$ cat src/psd_consts.svh
// constants for the phy status and diagnostic register group
`ifndef PSD_CONSTS_SVH
`define PSD_CONSTS_SVH

// ------------------------------------------------------------
// register addresses (smi register numbers)
// ------------------------------------------------------------
`define PSD_ADDR_GEN_STATUS  5'h18
`define PSD_ADDR_EXT_STATUS  5'h19
`define PSD_ADDR_LINK_FAIL   5'h1a

// ------------------------------------------------------------
// general status field positions
// ------------------------------------------------------------
`define PSD_GS_INT_BIT       15
`define PSD_GS_PLL_BIT       14
`define PSD_GS_WLOC_BIT      13
`define PSD_GS_WLINE_BIT     12
`define PSD_GS_WTRAF_BIT     11
`define PSD_GS_EN_BIT        10
`define PSD_GS_RST_BIT       9
`define PSD_GS_LCNT_MSB      7
`define PSD_GS_LCNT_LSB      3

// ------------------------------------------------------------
// external status field positions
// ------------------------------------------------------------
`define PSD_ES_UV_MSB        14
`define PSD_ES_UV_LSB        11
`define PSD_ES_THIGH_BIT     10
`define PSD_ES_TWARN_BIT     9
`define PSD_ES_SHORT_BIT     8
`define PSD_ES_OPEN_BIT      7
`define PSD_ES_ILV_BIT       5

// ------------------------------------------------------------
// reset values and widths
// ------------------------------------------------------------
`define PSD_LCNT_RST         5'h00
`define PSD_RXCNT_RST        8'h00
`define PSD_RXCNT_MAX        8'hff
`define PSD_LCNT_MAX         5'h1f
`define PSD_SYNC_RST         1'b0
`define PSD_IDLE_PLL         1'b1
`define PSD_IDLE_EN          1'b1

`endif

$ cat src/psd_pkg.sv
// types shared by the phy status and diagnostic register group
package psd_pkg;

	// ------------------------------------------------------------
	// raw event inputs from the phy
	// ------------------------------------------------------------
	typedef struct packed {
		logic       int_pending;  // unmasked interrupt pending
		logic       pll_locked;   // pll lock level
		logic       wake_local;   // local wake-up event
		logic       wake_line;    // remote wake-up over the line
		logic       sleep_req;    // sleep request mode active
		logic       pcs_rx_dv;    // valid line data
		logic       tx_en;        // mac transmit enable
		logic       enable;       // enable pin level
		logic       link_fail;    // link fail pulse
		logic [3:0] uv;           // undervoltage: a3v3, d1v8, a1v8, io
		logic       temp_high;    // over high temperature
		logic       temp_warn;    // over warning temperature
		logic       cable_short;  // short detected
		logic       cable_open;   // open detected
		logic       ilv_swap;     // interleave order b then a
		logic       near_rx_bad;  // local receiver not ok
		logic       far_rx_bad;   // remote receiver not ok
	} psd_evt_s;

	// read request to the register group
	typedef struct packed {
		logic       rd;           // one-cycle read strobe
		logic [4:0] addr;         // register number
	} psd_rd_s;

	typedef logic [15:0] psd_word_t;

endpackage : psd_pkg

$ cat src/psd_sync.sv
// two flop synchroniser bank for asynchronous status levels
`timescale 1ns/10ps
module psd_sync #(
	parameter int           W       = 1,
	parameter logic [W-1:0] RST_VAL = '0   // level both stages take in reset
) (
	input  wire logic         mclk_in,     // system clock
	input  wire logic         reset_n_in,  // sync reset, active low
	input  wire logic [W-1:0] async_in,    // asynchronous levels
	output logic      [W-1:0] sync_out     // synchronised levels
);
	logic [W-1:0] meta_ff;  // first stage, read only by second

	// ------------------------------------------------------------
	// two stages per bit
	// ------------------------------------------------------------
	always_ff @(posedge mclk_in) begin
		if (!reset_n_in) begin
			meta_ff  <= RST_VAL;
			sync_out <= RST_VAL;
		end else begin
			meta_ff  <= async_in;
			sync_out <= meta_ff;
		end
	end
endmodule : psd_sync

$ cat src/psd_satcnt.sv
// saturating event counter with clear on read
`timescale 1ns/10ps
module psd_satcnt #(
	parameter int W = 8
) (
	input  wire logic         mclk_in,     // system clock
	input  wire logic         reset_n_in,  // sync reset, active low
	input  wire logic         inc_in,      // count one event
	input  wire logic         clr_in,      // clear by read
	output logic      [W-1:0] cnt_out      // counter value
);
	wire full_w = &cnt_out;  // saturated

	// ------------------------------------------------------------
	// count, hold at full, clear keeps a same cycle event
	// ------------------------------------------------------------
	always_ff @(posedge mclk_in) begin
		if (!reset_n_in) begin
			cnt_out <= '0;
		end else if (clr_in) begin
			cnt_out <= {{(W-1){1'b0}}, inc_in};
		end else if (inc_in && !full_w) begin
			cnt_out <= cnt_out + {{(W-1){1'b0}}, 1'b1};
		end
	end
endmodule : psd_satcnt

$ cat src/psd_status_regs.sv
// status and diagnostic registers of the phy, read over the smi
`timescale 1ns/10ps
`include "psd_consts.svh"

// Functional notes
// [RL1] bit 15 shows unmasked interrupt pending
// [RL2] bit 14 pll lock, latched low
// [RL3] bit 13 latches local wake-up
// [RL4] bit 12 latches line wake-up
// [RL5] bit 11 traffic seen in sleep request
// [RL6] bit 10 latches enable low
// [RL7] bit 9 hardware reset seen since read
// [RL8] bits 7:3 count link fails since read
// [RL9] reserved bits always read zero
// [RL10] bits 14:11 latch supply undervoltage
// [RL11] bit 10 latches high temperature
// [RL12] bit 9 latches temperature warning
// [RL13] bit 8 latches cable short
// [RL14] bit 7 latches cable open
// [RL15] bit 5 reports interleave order
// [RL16] upper byte counts local receiver faults
// [RL17] lower byte counts remote receiver faults
// [RL18] read clears both receiver counters
// [RL19] link control off keeps counts
// [RL20] latched bits hold until read
module psd_status_regs
	import psd_pkg::*;
(
	input  wire logic      mclk_in,        // 100 mhz system clock
	input  wire logic      reset_n_in,     // sync reset, active low
	input  wire psd_rd_s   rd_req_in,      // smi read strobe and address
	input  wire psd_evt_s  evt_in,         // raw phy status inputs
	input  wire logic      link_ctrl_in,   // link control enable
	output psd_word_t      rd_data_out,    // read data, registered
	output logic           rd_valid_out    // read data valid pulse
);

	// ------------------------------------------------------------
	// input synchronisation
	// ------------------------------------------------------------
	psd_evt_s evt_s;  // synchronised events

	// reset loads the idle pin levels, so that the enable-low and pll-loss
	// latches see no false event while the stages refill after release
	localparam psd_evt_s SYNC_IDLE = '{pll_locked: `PSD_IDLE_PLL, enable: `PSD_IDLE_EN,
		default: '0};

	psd_sync #(
		.W       ($bits(psd_evt_s)),
		.RST_VAL (SYNC_IDLE)
	) u_sync (
		.mclk_in    (mclk_in),
		.reset_n_in (reset_n_in),
		.async_in   (evt_in),
		.sync_out   (evt_s)
	);

	// ------------------------------------------------------------
	// read decode
	// ------------------------------------------------------------
	wire rd_gs_w = rd_req_in.rd && (rd_req_in.addr == `PSD_ADDR_GEN_STATUS);  // gs read
	wire rd_es_w = rd_req_in.rd && (rd_req_in.addr == `PSD_ADDR_EXT_STATUS);  // es read
	wire rd_lf_w = rd_req_in.rd && (rd_req_in.addr == `PSD_ADDR_LINK_FAIL);   // lf read
	// link control off only freezes the interleave order flag; no flag is cleared by it
	wire lc_off_w = !link_ctrl_in;

	// ------------------------------------------------------------
	// latched flags
	// ------------------------------------------------------------
	logic       pll_ll_ff;      // pll lock, latched low
	logic       wake_local_flag_ff;
	logic       wake_line_flag_ff;
	logic       wake_on_traffic_flag_ff;
	logic       en_low_ff;      // enable went low
	logic       hw_reset_ff;    // reset seen since read
	logic [3:0] uv_ff;          // supply undervoltage flags
	logic       temp_high_ff;   // high temperature flag
	logic       temp_warn_ff;   // warning temperature flag
	logic       short_ff;       // cable short flag
	logic       open_ff;        // cable open flag
	logic       ilv_ff;         // interleave order
	logic [4:0] link_loss_count_ff;
	logic       lf_d_ff;        // link fail delayed for edge

	// traffic in sleep request mode
	// [RL5] traffic wake cause
	wire traffic_w = evt_s.sleep_req && (evt_s.pcs_rx_dv || evt_s.tx_en);
	wire lf_rise_w = evt_s.link_fail && !lf_d_ff;  // one count per fail
	wire lcnt_full_w = (link_loss_count_ff == `PSD_LCNT_MAX);  // hold at max

	// ------------------------------------------------------------
	// latch-until-read flags of general status; set wins over read
	// ------------------------------------------------------------
	// [RL20] set beats read clear
	always_ff @(posedge mclk_in) begin
		if (!reset_n_in) begin
			pll_ll_ff               <= 1'b0;
			wake_local_flag_ff      <= 1'b0;
			wake_line_flag_ff       <= 1'b0;
			wake_on_traffic_flag_ff <= 1'b0;
			en_low_ff               <= 1'b0;
			hw_reset_ff             <= 1'b1;
		end else begin
			// [RL2] latch low lock
			pll_ll_ff               <= (rd_gs_w ? 1'b1 : pll_ll_ff) & evt_s.pll_locked;
			// [RL3] local wake latch
			wake_local_flag_ff      <= evt_s.wake_local | (wake_local_flag_ff & ~rd_gs_w);
			// [RL4] line wake latch
			wake_line_flag_ff       <= evt_s.wake_line | (wake_line_flag_ff & ~rd_gs_w);
			// [RL5] traffic wake latch
			wake_on_traffic_flag_ff <= traffic_w | (wake_on_traffic_flag_ff & ~rd_gs_w);
			// [RL6] enable low latch
			en_low_ff               <= ~evt_s.enable | (en_low_ff & ~rd_gs_w);
			// [RL7] reset seen clears on read
			hw_reset_ff             <= hw_reset_ff & ~rd_gs_w;
		end
	end

	// ------------------------------------------------------------
	// link fail counter field, held across link control off
	// ------------------------------------------------------------
	// [RL8] count link fails
	// [RL19] not cleared by link control
	always_ff @(posedge mclk_in) begin
		if (!reset_n_in) begin
			link_loss_count_ff <= `PSD_LCNT_RST;
			lf_d_ff            <= `PSD_SYNC_RST;
		end else begin
			lf_d_ff <= evt_s.link_fail;
			if (rd_gs_w) begin
				link_loss_count_ff <= {4'h0, lf_rise_w};
			end else if (lf_rise_w && !lcnt_full_w) begin
				link_loss_count_ff <= link_loss_count_ff + 5'h01;
			end
		end
	end

	// ------------------------------------------------------------
	// external status flags
	// ------------------------------------------------------------
	always_ff @(posedge mclk_in) begin
		if (!reset_n_in) begin
			uv_ff        <= 4'h0;
			temp_high_ff <= 1'b0;
			temp_warn_ff <= 1'b0;
			short_ff     <= 1'b0;
			open_ff      <= 1'b0;
			ilv_ff       <= 1'b0;
		end else begin
			// [RL10] undervoltage latches
			uv_ff        <= evt_s.uv | (uv_ff & {4{~rd_es_w}});
			// [RL11] high temperature latch
			temp_high_ff <= evt_s.temp_high | (temp_high_ff & ~rd_es_w);
			// [RL12] warning temperature latch
			temp_warn_ff <= evt_s.temp_warn | (temp_warn_ff & ~rd_es_w);
			// [RL13] short latch, kept
			short_ff     <= evt_s.cable_short | (short_ff & ~rd_es_w);
			// [RL14] open latch, kept
			open_ff      <= evt_s.cable_open | (open_ff & ~rd_es_w);
			// [RL15] interleave order, kept while link control off
			if (!lc_off_w) begin
				ilv_ff <= evt_s.ilv_swap;
			end
		end
	end

	// ------------------------------------------------------------
	// receiver fault counters
	// ------------------------------------------------------------
	logic [7:0] near_rx_fault_count;  // local receiver faults
	logic [7:0] far_rx_fault_count;   // remote receiver faults

	// [RL16] local receiver count
	// [RL18] read clears count
	psd_satcnt #(
		.W (8)
	) u_near_cnt (
		.mclk_in    (mclk_in),
		.reset_n_in (reset_n_in),
		.inc_in     (evt_s.near_rx_bad),
		.clr_in     (rd_lf_w),
		.cnt_out    (near_rx_fault_count)
	);

	// [RL17] remote receiver count
	psd_satcnt #(
		.W (8)
	) u_far_cnt (
		.mclk_in    (mclk_in),
		.reset_n_in (reset_n_in),
		.inc_in     (evt_s.far_rx_bad),
		.clr_in     (rd_lf_w),
		.cnt_out    (far_rx_fault_count)
	);

	// ------------------------------------------------------------
	// read word assembly
	// ------------------------------------------------------------
	psd_word_t gs_w;  // general status word
	psd_word_t es_w;  // external status word
	psd_word_t lf_w;  // receiver fault counter word

	// [RL1] interrupt summary
	// [RL9] reserved bits zero
	assign gs_w = {evt_s.int_pending, pll_ll_ff, wake_local_flag_ff,
		wake_line_flag_ff, wake_on_traffic_flag_ff, en_low_ff, hw_reset_ff,
		1'b0, link_loss_count_ff, 3'h0};
	assign es_w = {1'b0, uv_ff, temp_high_ff, temp_warn_ff, short_ff, open_ff,
		1'b0, ilv_ff, 5'h00};
	assign lf_w = {near_rx_fault_count, far_rx_fault_count};

	wire psd_word_t nxt_rd_data = rd_gs_w ? gs_w :
		rd_es_w ? es_w :
		rd_lf_w ? lf_w : 16'h0000;  // unmapped reads zero

	// ------------------------------------------------------------
	// registered read data
	// ------------------------------------------------------------
	always_ff @(posedge mclk_in) begin
		if (!reset_n_in) begin
			rd_data_out  <= 16'h0000;
			rd_valid_out <= 1'b0;
		end else begin
			rd_data_out  <= nxt_rd_data;
			rd_valid_out <= rd_req_in.rd;
		end
	end
endmodule : psd_status_regs

$ cat config.mk
export PLATFORM = sky130hd
export DESIGN_NAME = psd_status_regs
export DESIGN_NICKNAME = d
export VERILOG_FILES = /design/src/psd_pkg.sv /design/src/psd_sync.sv /design/src/psd_satcnt.sv /design/src/psd_status_regs.sv
export VERILOG_INCLUDE_DIRS = /design/src
export SDC_FILE = /design/constraint.sdc
export NUM_CORES = 1
export LEC_CHECK = 0
export BUFFER_PORTS_ARGS = -buffer_cell sky130_fd_sc_hd__clkbuf_2
export CORE_ASPECT_RATIO = 0.5
export CORE_UTILIZATION = 55
export CTS_BUF_LIST = sky130_fd_sc_hd__clkbuf_8
export CTS_CLUSTER_DIAMETER = 200
export DETAILED_ROUTE_END_ITERATION = 8
export HOLD_SLACK_MARGIN = 0.05
export PLACE_DENSITY = 0.82
export SLEW_MARGIN = 20
export SYNTH_ARGS = -nofsm -noshare
export SYNTH_HDL_FRONTEND = slang
export SYNTH_SLANG_ARGS = --single-unit
$ cat constraint.sdc
create_clock -name mclk_in -period 4.2 [get_ports mclk_in]
set_clock_uncertainty 0.15 [all_clocks]
set_input_delay 0.42 -clock mclk_in [delete_from_list [all_inputs] [get_ports mclk_in]]
set_output_delay 0.42 -clock mclk_in [all_outputs]
set_load 0.01 [all_outputs]
## Word level (Yosys, flattened, before mapping)

Index checks and enable logic that the tools add are counted.

- Register bits after elaboration: 94
- Latch bits: 0
- RAM bits: 0
- Memory bits (read-only): 0
- Output and inout bits: 17
- Logic and storage cells: 88
- Memories: 0

- Add/sub/neg operators: 3
- Multiply operators: 0
- Div/mod/pow operators: 0
- Magnitude comparators: 0
- Eq/ne operators: 4
- Shift operators: 0
- Mux-type cells: 10
- Bitwise operators: 25
- Reductions and logical operators: 21

Operators with widths:

| kind | count |
|---|---|
| 16-bit 2-to-1 mux | 3 |
| 5-bit == test, second input constant | 4 |
| 8-bit by 1-bit adder with 8-bit output, second input constant | 2 |
| 8-bit AND reduction | 2 |
| 1-bit bitwise AND | 10 |
| 1-bit logical AND | 8 |
| 1-bit OR | 8 |
| 1-bit 2-to-1 mux | 7 |
| 2-bit nonzero test | 3 |
| 5-bit by 1-bit adder with 5-bit output, second input constant | 1 |
| 1-bit inverter | 5 |
| 4-bit bitwise AND | 1 |
| 1-bit zero test | 4 |
| 4-bit OR | 1 |
| 2-bit OR reduction | 2 |
| 4-bit OR reduction | 1 |
| 1-bit logical OR | 1 |

## Depth between registers and ports, before layout

Gate-level depths: netlist of the first run.

- Depth in word-level cells: 5
- Depth in mapped cells: 7
- Depth with buffers taken out: 7

## Cells and area by module

Synthesis of the first run repeated with hierarchy kept, for this count alone.

- Cell total of the unflattened synthesis: 359
- Area total of the unflattened synthesis: 3492.1 µm²

By module, submodules not included:

| module | instances | cells an instance | area an instance (µm²) | seq. area each (µm²) |
|---|---|---|---|---|
| psd_status_regs | 1 | 167 | 1517.7 | 760.7 |
| psd_sync | 1 | 84 | 1073.5 | 800.8 |
| psd_satcnt | 2 | 54 | 450.4 | 160.2 |

## Least setup slack after synthesis of the first run

No wires, ideal clock.

- Path type: register to register
- Start point: register link_loss_count_ff[0]
- End point: register link_loss_count_ff[3]
- Library setup time: 0.117 ns
- Arrival time: 1.530 ns
- Data required time: 3.933 ns
- Path slack: 2.403 ns
- Stages on the path, launching flop included: 8
- Path buffers: 0
- Clock period less this slack: 1.797 ns
- Cells stage by stage: dfxtp_1 > ha_1 > and3_1 > ha_1 > nor3b_2 > nand4_1 > xor2_1 > nor2_1

- Word-level cells in the longest chain between the ends: 3
- Elaborated cells on any way between the ends: 4

Ends and longest elaborated chain:

| item | RTL line | source |
|---|---|---|
| start: declaration | psd_status_regs.sv:82 | `logic [4:0] link_loss_count_ff;` |
| start signal: assignment | psd_status_regs.sv:126 | `` link_loss_count_ff <= `PSD_LCNT_RST; `` |
| start signal: assignment | psd_status_regs.sv:131 | `link_loss_count_ff <= {4'h0, lf_rise_w};` |
| start signal: assignment | psd_status_regs.sv:133 | `link_loss_count_ff <= link_loss_count_ff + 5'h01;` |
| branches (longest 3 deep; another with 5-bit by 1-bit adder with 5-bit output) | -- |  |

Parallel ways; which one is timed is not known.
A chain may end at the register's enable or synchronous reset.

## Worst setup path after layout of the first run

Same ends and word-level chain as after synthesis.

==> flow_metrics.tcl, run 1 <==
set metrics [dict create \
    status "finished, violations left" \
    violations "DRC" \
    path_max_fanout 5 \
    end_kind "flip-flop" \
    hold_end "u_sync.meta_ff[18]" \
    vias 2297 \
    post-route-period-util_pct 48.7 \
    drt_iter0_markers 143 \
    wl_met3_um 332 \
    diodes 0 \
    syn-instance-count 312 \
    fmax_mhz 489 \
    path_buf_inv 0 \
    highest_layer "met4" \
    wirelength_um 5870 \
    hold_buffers 0 \
    ys_top_cells_by_area "dfxtp_1, and2_1, nor2b_1" \
    synth_area_um2 3310 \
    rows 19 \
    ys_async_sr_fraction_pct 0 \
    maxSlewViolCount 0 \
    synth_cell_types 46 \
    wl_per_cell_um 13.6 \
    yosysWarningCount 0 \
    numPortBuffers 45 \
    synth_top_area_share_pct 56.8 \
    p_switching_w 0.000340 \
    start_kind "flip-flop" \
    ctsResizeCount 0 \
    vias_per_cell 5.33 \
    root_buffer "clkbuf_8" \
    cp_common_cell "ha_1" \
    grt_pass1_wl_um 10200 \
    core-area_um2 5630 \
    synth_edf_count 0 \
    antenna_found_initial 0 \
    io_pins 46 \
    die_x_um 112 \
    tns_ns 0 \
    period_minus_slack_ns 2.05 \
    grt_max_degree 78 \
    ir_worst_vdd_mv 0.226 \
    tightest_slew_ns 0.996 \
    drive_gt1_share_pct 18.7 \
    maxSlewHeadroom_pct 33.6 \
    clk_pin_slew_ns 0.09 \
    track_usage_pct 20.9 \
    hold_slack_ns 0.0889 \
    wl_met1_um 2670 \
    drc 2 \
    power_frac_comb_pct 4.2 \
    total_power_w 0.00160 \
    path_class "reg2reg" \
    slowest_stage "nor3b_2" \
    syn2layout_area_growth_pct 13.7 \
    synth_nets 345 \
    placed_cells 416 \
    cts_buffers 9 \
    pwr-share-seq_pct 58.2 \
    nets 387 \
    cts_tree "done" \
    dieHeight_um 56.9 \
    avgSynthCellArea_um2 10.6 \
    rr_startpoint "link_loss_count_ff[0]" \
    fin_cells 431 \
    max-cap-violations 0 \
    p_per_area_nw_per_um2 424 \
    switching_share_pct 21.3 \
    path_cells "ha_1 -> and3_1 -> ha_1 -> nor3b_2 -> nand4_1 -> xor2_1 -> nor2_1" \
    rrSetupSlack_ns 2.15 \
    crit_required_ns 4.30 \
    cts_sinks 94 \
    worstHoldStart "evt_in[18]" \
    place.gp.congestion 0.778 \
    cts_setup_buffers 0 \
    hold_class "in2reg" \
    leakage_nw 1.57 \
    yosysTopAreaCell "dfxtp_1" \
    final-hold-violation-count 0 \
    wl_met2_um 2700 \
    r2r_end "link_loss_count_ff[3]" \
    max_stage_delay_ns 0.41 \
    clock_path_buffers 2 \
    ys_ff_latch 94 \
    grt_pass1_vias 2220 \
    first_pass_iters 6 \
    setup_viol 0 \
    rsz0062_at_grt "false" \
    die_area_um2 6360 \
    start_util_pct 58.8 \
    critPathArrivalTime_ns 2.15 \
    clk_latency_ns 0.36 \
    synth.yosys.seq_area_share_pct 56.8 \
    reg2reg_depth 7 \
    dpl.hpwl_um 3900 \
    whs_path_depth 2 \
    p_int_w 0.00126 \
    htree_levels 3 \
    clock_power_share_pct 37.6 \
    postRouteAntennaNets 0 \
    cp_top_family "simple AND/OR/NAND/NOR gates" \
    synth_ff_type "dfxtp_1" \
    grt_overflow 0 \
]
[power groups by stage]
stage                     registers [W]  clock network (W)   logic, W
after floorplan                0.000947                  0  0.0000455
final                          0.000930           0.000602  0.0000677
after detailed placement       0.000951                  0  0.0000675
after global routing           0.000933           0.000654  0.0000767
after CTS                      0.000930           0.000612  0.0000681
after global placement         0.000950                  0  0.0000638
[worst max path at each step]
stage                                      from               endpoint  slack (ns)  depth (start not counted)
final                     link_loss_count_ff[0]  link_loss_count_ff[3]        2.15                          7
after global routing      link_loss_count_ff[0]  link_loss_count_ff[3]        2.00                          7
after CTS                 link_loss_count_ff[0]  link_loss_count_ff[3]        2.15                          7
after detailed placement           rd_req_in[2]   u_far_cnt.cnt_out[0]        1.85                          5
after global placement             rd_req_in[2]   u_far_cnt.cnt_out[0]        1.91                          5
after floorplan           link_loss_count_ff[0]  link_loss_count_ff[3]        2.40                          7
[kinds of logic (layout without fill, tap and decap cells)]
group / Yosys count / count (layout) / share of synthesized area, %
adder cells (fa/ha/maj): 4 / 4 / 1.51
AND/OR/NAND/NOR: 132 / 132 / 24.2
buffers and inverters: 17 / 63 / 2.53
multiplexers: 6 / 6 / 1.81
flip-flops: 94 / 94 / 56.8
XOR/XNOR: 6 / 6 / 1.59
AO/OA/AOI/OAI: 53 / 53 / 11.6
[Yosys cell counts, types with 6 or more instances]
library cell	number
and3_1	7
nor2_1	17
nor2b_1	26
mux2i_1	6
o21ai_0	8
clkbuf_1	8
a222oi_1	8
a21oi_1	15
nand2_1	11
dfxtp_1	94
and2_1	41
[routing by layer]
metal,global-route usage (%),vias to the layer above
li1,-,1160
met3,6.37,15
met4,12.7,0
met5,0,-
met1,25.4,1059
met2,32.9,63
[registers in the layout, indices dropped and copies added, names as in the netlist, 4 cells and up]
register / flops
u_sync.meta_ff: 20
u_sync.sync_out: 20
rd_data_out: 16
link_loss_count_ff: 5
u_near_cnt.cnt_out: 8
u_far_cnt.cnt_out: 8
uv_ff: 4
[worst register-to-register path: cells and delay by family (launching register included)]
kind                       cells  cell delay, ns
and+or+nand+nor                4            0.83
adders and majority gates      2            0.43
DFF                            1            0.36
xor gates and xnor gates       1            0.19
[through the flow]
stage               utilization, %  setup slack [ns]  instance area (um2)
floorplan                        -              2.40                 3310
global placement              63.1              1.91                 3560
detailed placement            63.1              1.85                 3560
CTS                           66.8              2.15                 3760
global route                  66.9              2.00                 3770
finish                        66.9              2.15                 3770
[final cells by class]
cell class,instances,area (um2)
Tap cell,73,91.3
Multi-Input combinational cell,201,1350
Timing Repair Buffer,45,225
Inverter,3,11.3
Clock buffer,11,151
Clock inverter,4,53.8
Fill cell,453,1870
Sequential cell,94,1880
[layout by cell type (no fill, tap or decap), types with 2 or more instances in the layout]
master and count:
dfxtp_1 94, clkbuf_2 44, and2_1 41, nor2b_1 26
nor2_1 17, a21oi_1 15, nand2_1 11, clkbuf_8 11
a222oi_1 8, o21ai_0 8, and3_1 7, mux2i_1 6
nand2b_1 5, a22oi_1 5, nor3b_1 5, nand3_1 4
xor2_1 4, ha_1 4, inv_1 3, nand4_1 3
a31oi_1 3, and4_1 2, o21bai_1 2, a41o_1 2
xnor2_1 2, a21boi_0 2, clkinvlp_4 2
No activity file was read; power rests on OpenSTA's default activity.
==> inputs of run 2 (changes only) <==
Settings changed: ABC_AREA from default to 1, CORE_UTILIZATION 55 to 53.
Clock period 4.2 ns to 1.75 ns, I/O delays scaled along.
==> run 2 against run 1 <==
Net effect:
- the flow now finishes without violations
- flip-flop and latch count unchanged
- clock-buffer cell count decreased by 1
- global-route usage decreased by 0.35 points
- final area increased by 14%
- non-clock buffer count increased by 25
- worst hold slack improved by 0.021 ns
- critical endpoint is now link_loss_count_ff[2]
- highest routed layer unchanged
==> flow_metrics.tcl, run 2 <==
set metrics [dict create \
    drt_iter0_markers 164 \
    p_int_w 0.00300 \
    synthMostInstantiatedCell "nand2_1" \
    avgSynthCellArea_um2 7.90 \
    wl_per_cell_um 10.4 \
    setup_viol 0 \
    synth_ff_type "dfxtp_1" \
    fmax_mhz 617 \
    root_buffer "clkbuf_8" \
    grt_max_degree 29 \
    post-route-period-util_pct 92.6 \
    p_switching_w 0.000849 \
    syn-instance-count 450 \
    core-area_um2 6260 \
    pwr-share-seq_pct 58.1 \
    cts_sinks 94 \
    maxSlewViolCount 0 \
    max-cap-violations 0 \
    status "completed" \
    end_kind "flip-flop" \
    cts_tree "done" \
    final_common_cell "nand2_1" \
    yosysTopAreaCell "dfxtp_1" \
    track_usage_pct 20.5 \
    rows 20 \
    synth_area_um2 3550 \
    dpl.hpwl_um 4490 \
    period_minus_slack_ns 1.62 \
    clk_pin_slew_ns 0.08 \
    die_x_um 118 \
    reg2reg_depth 10 \
    grt_pass1_vias 2522 \
    hold_class "in2reg" \
    total_power_w 0.00385 \
    crit_required_ns 1.86 \
    grt_pass1_wl_um 10900 \
    switching_share_pct 22.1 \
    power_frac_comb_pct 5.8 \
    clock_power_share_pct 36.2 \
    dieHeight_um 59.9 \
    vias 2819 \
    cts_buffers 9 \
    syn2layout_area_growth_pct 21.0 \
    path_class "reg2reg" \
    htree_levels 3 \
    yosysWarningCount 0 \
    io_pins 46 \
    ir_worst_vdd_mv 0.598 \
    die_area_um2 7060 \
    drive_gt1_share_pct 18.6 \
    synth_top_area_share_pct 53.0 \
    numPortBuffers 45 \
    synth_nets 483 \
    clk_latency_ns 0.36 \
    dpl_worst_slack_ns 0.0491 \
    n_fill_cell 521 \
    ys_async_sr_fraction_pct 0 \
    ys_top_cells_by_area "dfxtp_1, nand2_1, inv_1" \
    top_regs "u_sync.meta_ff x20, u_sync.sync_out x20, rd_data_out x16" \
    first_pass_iters 4 \
    cts_setup_buffers 0 \
    wirelength_um 6420 \
    maxSlewHeadroom_pct 68.8 \
    synth_edf_count 0 \
    fin_cells 616 \
    synth_cell_types 22 \
    setup_ws_ns 0.130 \
    critPathArrivalTime_ns 1.73 \
    diodes 0 \
    tightest_slew_ns 0.467 \
    clock_path_buffers 2 \
    final-hold-violation-count 0 \
    antenna_found_initial 0 \
    grt_overflow 0 \
    leakage_nw 2.14 \
    placed_cells 579 \
    tns_ns 0 \
    p_per_area_nw_per_um2 895 \
    place.gp.congestion 0.827 \
    final_cell_mix "nand2_1, dfxtp_1, inv_1" \
    rsz0062_at_grt "false" \
    start_util_pct 56.8 \
    postRouteAntennaNets 0 \
    vias_per_cell 4.58 \
    rrSetupSlack_ns 0.13 \
    synth.yosys.seq_area_share_pct 53.0 \
    whs_path_depth 3 \
    path_max_fanout 6 \
    nets 557 \
    ys_ff_latch 94 \
    start_kind "flip-flop" \
    netlist_top_cells_count "nand2_1, dfxtp_1, inv_1, nand3_1, nor2_1" \
    drc 0 \
]
-- run 2: cell types whose count changed after synthesis, moves of 6 or more --
| cell | change |
|---|---|
| a21oi_1 | +10 |
| a222oi_1 | -8 |
| nand3_1 | +31 |
| nand2_1 | +110 |
| mux2i_1 | -6 |
| nor2_1 | +13 |
| and2_1 | -41 |
| and3_1 | -7 |
| nor2b_1 | -26 |
| clkbuf_1 | -8 |
| inv_1 | +74 |
-- run 2: cell type report --
| type | count | area, um2 | share of cell area (%) |
|---|---|---|---|
| flip-flops and latches | 94 | 1880 | 43.8 |
| multi-input cells | 266 | 1320 | 30.8 |
| repair buffers | 70 | 468 | 10.9 |
| inverters | 83 | 317 | 7.37 |
| clock buffers | 10 | 138 | 3.20 |
| well taps | 88 | 110 | 2.56 |
| clock inverters | 5 | 58.8 | 1.37 |
-- run 2: routing by layer --
metal	up-vias	track usage (%)	part of all wire, %
li1	1516	-	-
met1	1231	24.0	46
met2	62	35.4	47
met3	10	7.06	5.0
met4	0	8.79	1.4
met5	-	0	0
-- run 2: path summary, 6_finish.rpt --
| check | start | end |
|---|---|---|
| setup / recovery | link_loss_count_ff[0] | link_loss_count_ff[2] |
| hold / removal | reset_n_in | hw_reset_ff |
| setup reg to reg | link_loss_count_ff[0] | link_loss_count_ff[2] |
| hold reg to reg | u_sync.sync_out[12] | en_low_ff |
-- run 2: cells by family after synthesis --
logic type | share of synthesized area, %
compound gates | 6.44
xor+xnor | 1.73
fa+ha+maj | 1.41
buf+inv | 9.89
flops | 53.0
simple gates | 27.6
-- run 2: timing repair --
action | CTS | global route
endpoints found under the hold margin | 22 | 0
hold buffers | 22 | 0
resized for setup | 0 | 3
setup endpoints to repair | 0 | 5
-- run 2: metrics by stage --
stage	hold WS [ns]	area (um2)	utilization, %
5_1_grt	0.106	4300	68.7
6_report	0.110	4300	68.7
3_3_place_gp	0.210	3880	62.0
3_5_place_dp	0.209	3880	62.0
2_1_floorplan	0.118	3550	-
4_1_cts	0.0896	4290	68.6
-- run 2: power by group through the flow --
stage | clock [W] | combinational (W) | sequential, W
final | 0.00139 | 0.000222 | 0.00223
after global routing | 0.00153 | 0.000253 | 0.00224
after CTS | 0.00144 | 0.000222 | 0.00223
after detailed placement | 0 | 0.000183 | 0.00228
after global placement | 0 | 0.000176 | 0.00228
after floorplan | 0 | 0.000122 | 0.00228
-- run 2: worst max-delay path: stages, from the launching register on --
cell and delay (ns):
dfxtp_2 0.35, ha_1 0.22, inv_1 0.07, nor3_1 0.04
ha_1 0.17, inv_1 0.06, nand2_2 0.09, inv_1 0.14
nand3_1 0.09, nand3_1 0.09, inv_1 0.04
==> inputs of run 3 (changes only) <==
Settings changed: CELL_PAD_IN_SITES_DETAIL_PLACEMENT from default to 1, CELL_PAD_IN_SITES_GLOBAL_PLACEMENT from default to 1, CORE_UTILIZATION 53 to 39.
==> run 3 against run 2 <==
Net effect:
- final cell count rose by 5.0%
- first-iteration DRC count is 49% lower
- clock power increased by 12%
- maximum frequency up 0.21%
- critical endpoint is now link_loss_count_ff[0]
- highest routed layer unchanged
==> flow_metrics.tcl, run 3 (same netlist as run 2, synthesis figures left out) <==
set metrics [dict create \
    dpl_worst_slack_ns -0.0324 \
    hold_end "u_sync.sync_out[0]" \
    leakage_nw 2.16 \
    grt_pass1_vias 2838 \
    power_frac_comb_pct 5.7 \
    syn2layout_area_growth_pct 23.1 \
    slowest_stage "dfxtp_2" \
    clk_latency_ns 0.39 \
    antenna_found_initial 0 \
    placed_cells 608 \
    vias 2925 \
    placed_area_um2 3930 \
    rrSetupSlack_ns 0.13 \
    ir_worst_vdd_mv 0.394 \
    maxSlewHeadroom_pct 68.1 \
    dieHeight_um 69.5 \
    vias_per_cell 4.52 \
    postRouteAntennaNets 0 \
    die_x_um 137 \
    cts_sinks 94 \
    fmax_mhz 619 \
    r2r_end "link_loss_count_ff[0]" \
    drc 0 \
    clock_power_share_pct 38.5 \
    dpl.hpwl_um 5480 \
    wirelength_um 7650 \
    io_pins 46 \
    end_kind "flip-flop" \
    clk_pin_slew_ns 0.10 \
    reg2reg_depth 8 \
    design_area_um2 4380 \
    numPortBuffers 45 \
    htree_levels 3 \
    wl_per_cell_um 11.8 \
    cts_tree "done" \
    core-area_um2 8770 \
    switching_share_pct 25.1 \
    cts_buffers 9 \
    clock_path_buffers 2 \
    tightest_slew_ns 0.478 \
    rsz0062_at_grt "false" \
    hold_slack_ns 0.0834 \
    setup_viol 0 \
    crit_required_ns 1.87 \
    drive_gt1_share_pct 18.9 \
    start_kind "flip-flop" \
    track_usage_pct 18.6 \
    tns_ns 0 \
    p_int_w 0.00300 \
    cts_setup_buffers 0 \
    grt_overflow 0 \
    maxSlewViolCount 0 \
    whs_path_depth 4 \
    p_switching_w 0.00101 \
    drt_iter0_markers 83 \
    hold_class "in2reg" \
    top_regs "u_sync.meta_ff x20, u_sync.sync_out x20, rd_data_out x16" \
    die_area_um2 9520 \
    grt_max_degree 48 \
    start_util_pct 40.5 \
    status "completed" \
    critPathArrivalTime_ns 1.74 \
    root_buffer "clkbuf_8" \
    max-cap-violations 0 \
    fin_cells 647 \
    rr_startpoint "link_loss_count_ff[0]" \
    path_max_fanout 6 \
    final-hold-violation-count 0 \
    place.gp.congestion 0.810 \
    final_cell_mix "nand2_1, dfxtp_1, inv_1" \
    first_pass_iters 4 \
    nets 558 \
    grt_pass1_wl_um 13400 \
    final_common_cell "nand2_1" \
    period_minus_slack_ns 1.62 \
    p_per_area_nw_per_um2 917 \
    path_cells "ha_1 -> inv_1 -> nor3_1 -> ha_1 -> inv_1 -> nand2_2 -> xor2_1 -> o21ai_0" \
    rows 24 \
    pwr-share-seq_pct 55.7 \
    diodes 0 \
    worstHoldStart "reset_n_in" \
    max_stage_delay_ns 0.38 \
    crit_start "link_loss_count_ff[0]" \
    path_class "reg2reg" \
    setup_ws_ns 0.134 \
    post-route-period-util_pct 92.4 \
]
run 3: cell count changes in the layout (fill, tap and decap cells not counted):
cell           previous run  this run
inv_1                    77        76
clkinvlp_4                2         1
inv_8                     0         1
clkbuf_8                 10         9
dlygate4sd3_1            22        23
clkinv_4                  1         2
clkinv_8                  0         1
inv_6                     1         2
clkinv_2                  1         0
buf_4                     3         2
inv_2                     5         6
buf_12                    0         1
run 3: power groups by stage:
stage               clock, W  combinational, W  sequential (W)
floorplan                  0          0.000122         0.00228
global placement           0          0.000182         0.00228
detailed placement         0          0.000191         0.00229
CTS                  0.00159          0.000231         0.00224
global route         0.00170          0.000261         0.00224
finish               0.00155          0.000229         0.00224
run 3: cell type report:
class / instances / area, um2
Clock buffer: 9 / 124
Inverter: 83 / 317
Fill cell: 1088 / 4390
Timing Repair Buffer: 71 / 490
Sequential cell: 94 / 1880
Clock inverter: 7 / 91.3
Tap cell: 117 / 146
Multi-Input combinational cell: 266 / 1320
run 3: repair_timing:
| item | CTS | global route |
|---|---|---|
| setup endpoints to repair | 1 | 5 |
| gates resized for setup | 2 | 2 |
| hold buffers | 23 | 0 |
| endpoints found under the hold margin | 23 | 0 |
| gates cloned | 0 | 0 |
run 3: through the flow:
stage | util, % | total power (W)
2_1_floorplan | - | 0.00240
3_3_place_gp | 44.8 | 0.00246
3_5_place_dp | 44.8 | 0.00248
4_1_cts | 49.9 | 0.00406
5_1_grt | 49.9 | 0.00420
6_report | 49.9 | 0.00401
run 3: layer usage:
metal | global-route usage, % | share of wire [%] | vias to the layer above
met5 | 0 | 0 | -
met4 | 6.96 | 1.3 | 0
met3 | 5.70 | 4.0 | 9
met2 | 29.1 | 47 | 42
met1 | 24.0 | 48 | 1360
li1 | - | - | 1514
run 3: how the worst max path moves through the flow:
stage	to	slack, ns	cells past startpoint
after floorplan	link_loss_count_ff[0]	0.25	8
after global placement	link_loss_count_ff[2]	0.15	10
after detailed placement	link_loss_count_ff[2]	-0.03	10
after CTS	link_loss_count_ff[2]	0.01	10
after global routing	u_far_cnt.cnt_out[7]	0.03	8
final	link_loss_count_ff[0]	0.13	8
run 3: worst max-delay path: cells and delay by family (launching register included):
kind / cells / cell delay (ns)
compound gates: 1 / 0.09
xor+xnor: 1 / 0.15
fa+ha+maj: 2 / 0.36
buf+inv: 2 / 0.11
flops: 1 / 0.38
simple gates: 2 / 0.27
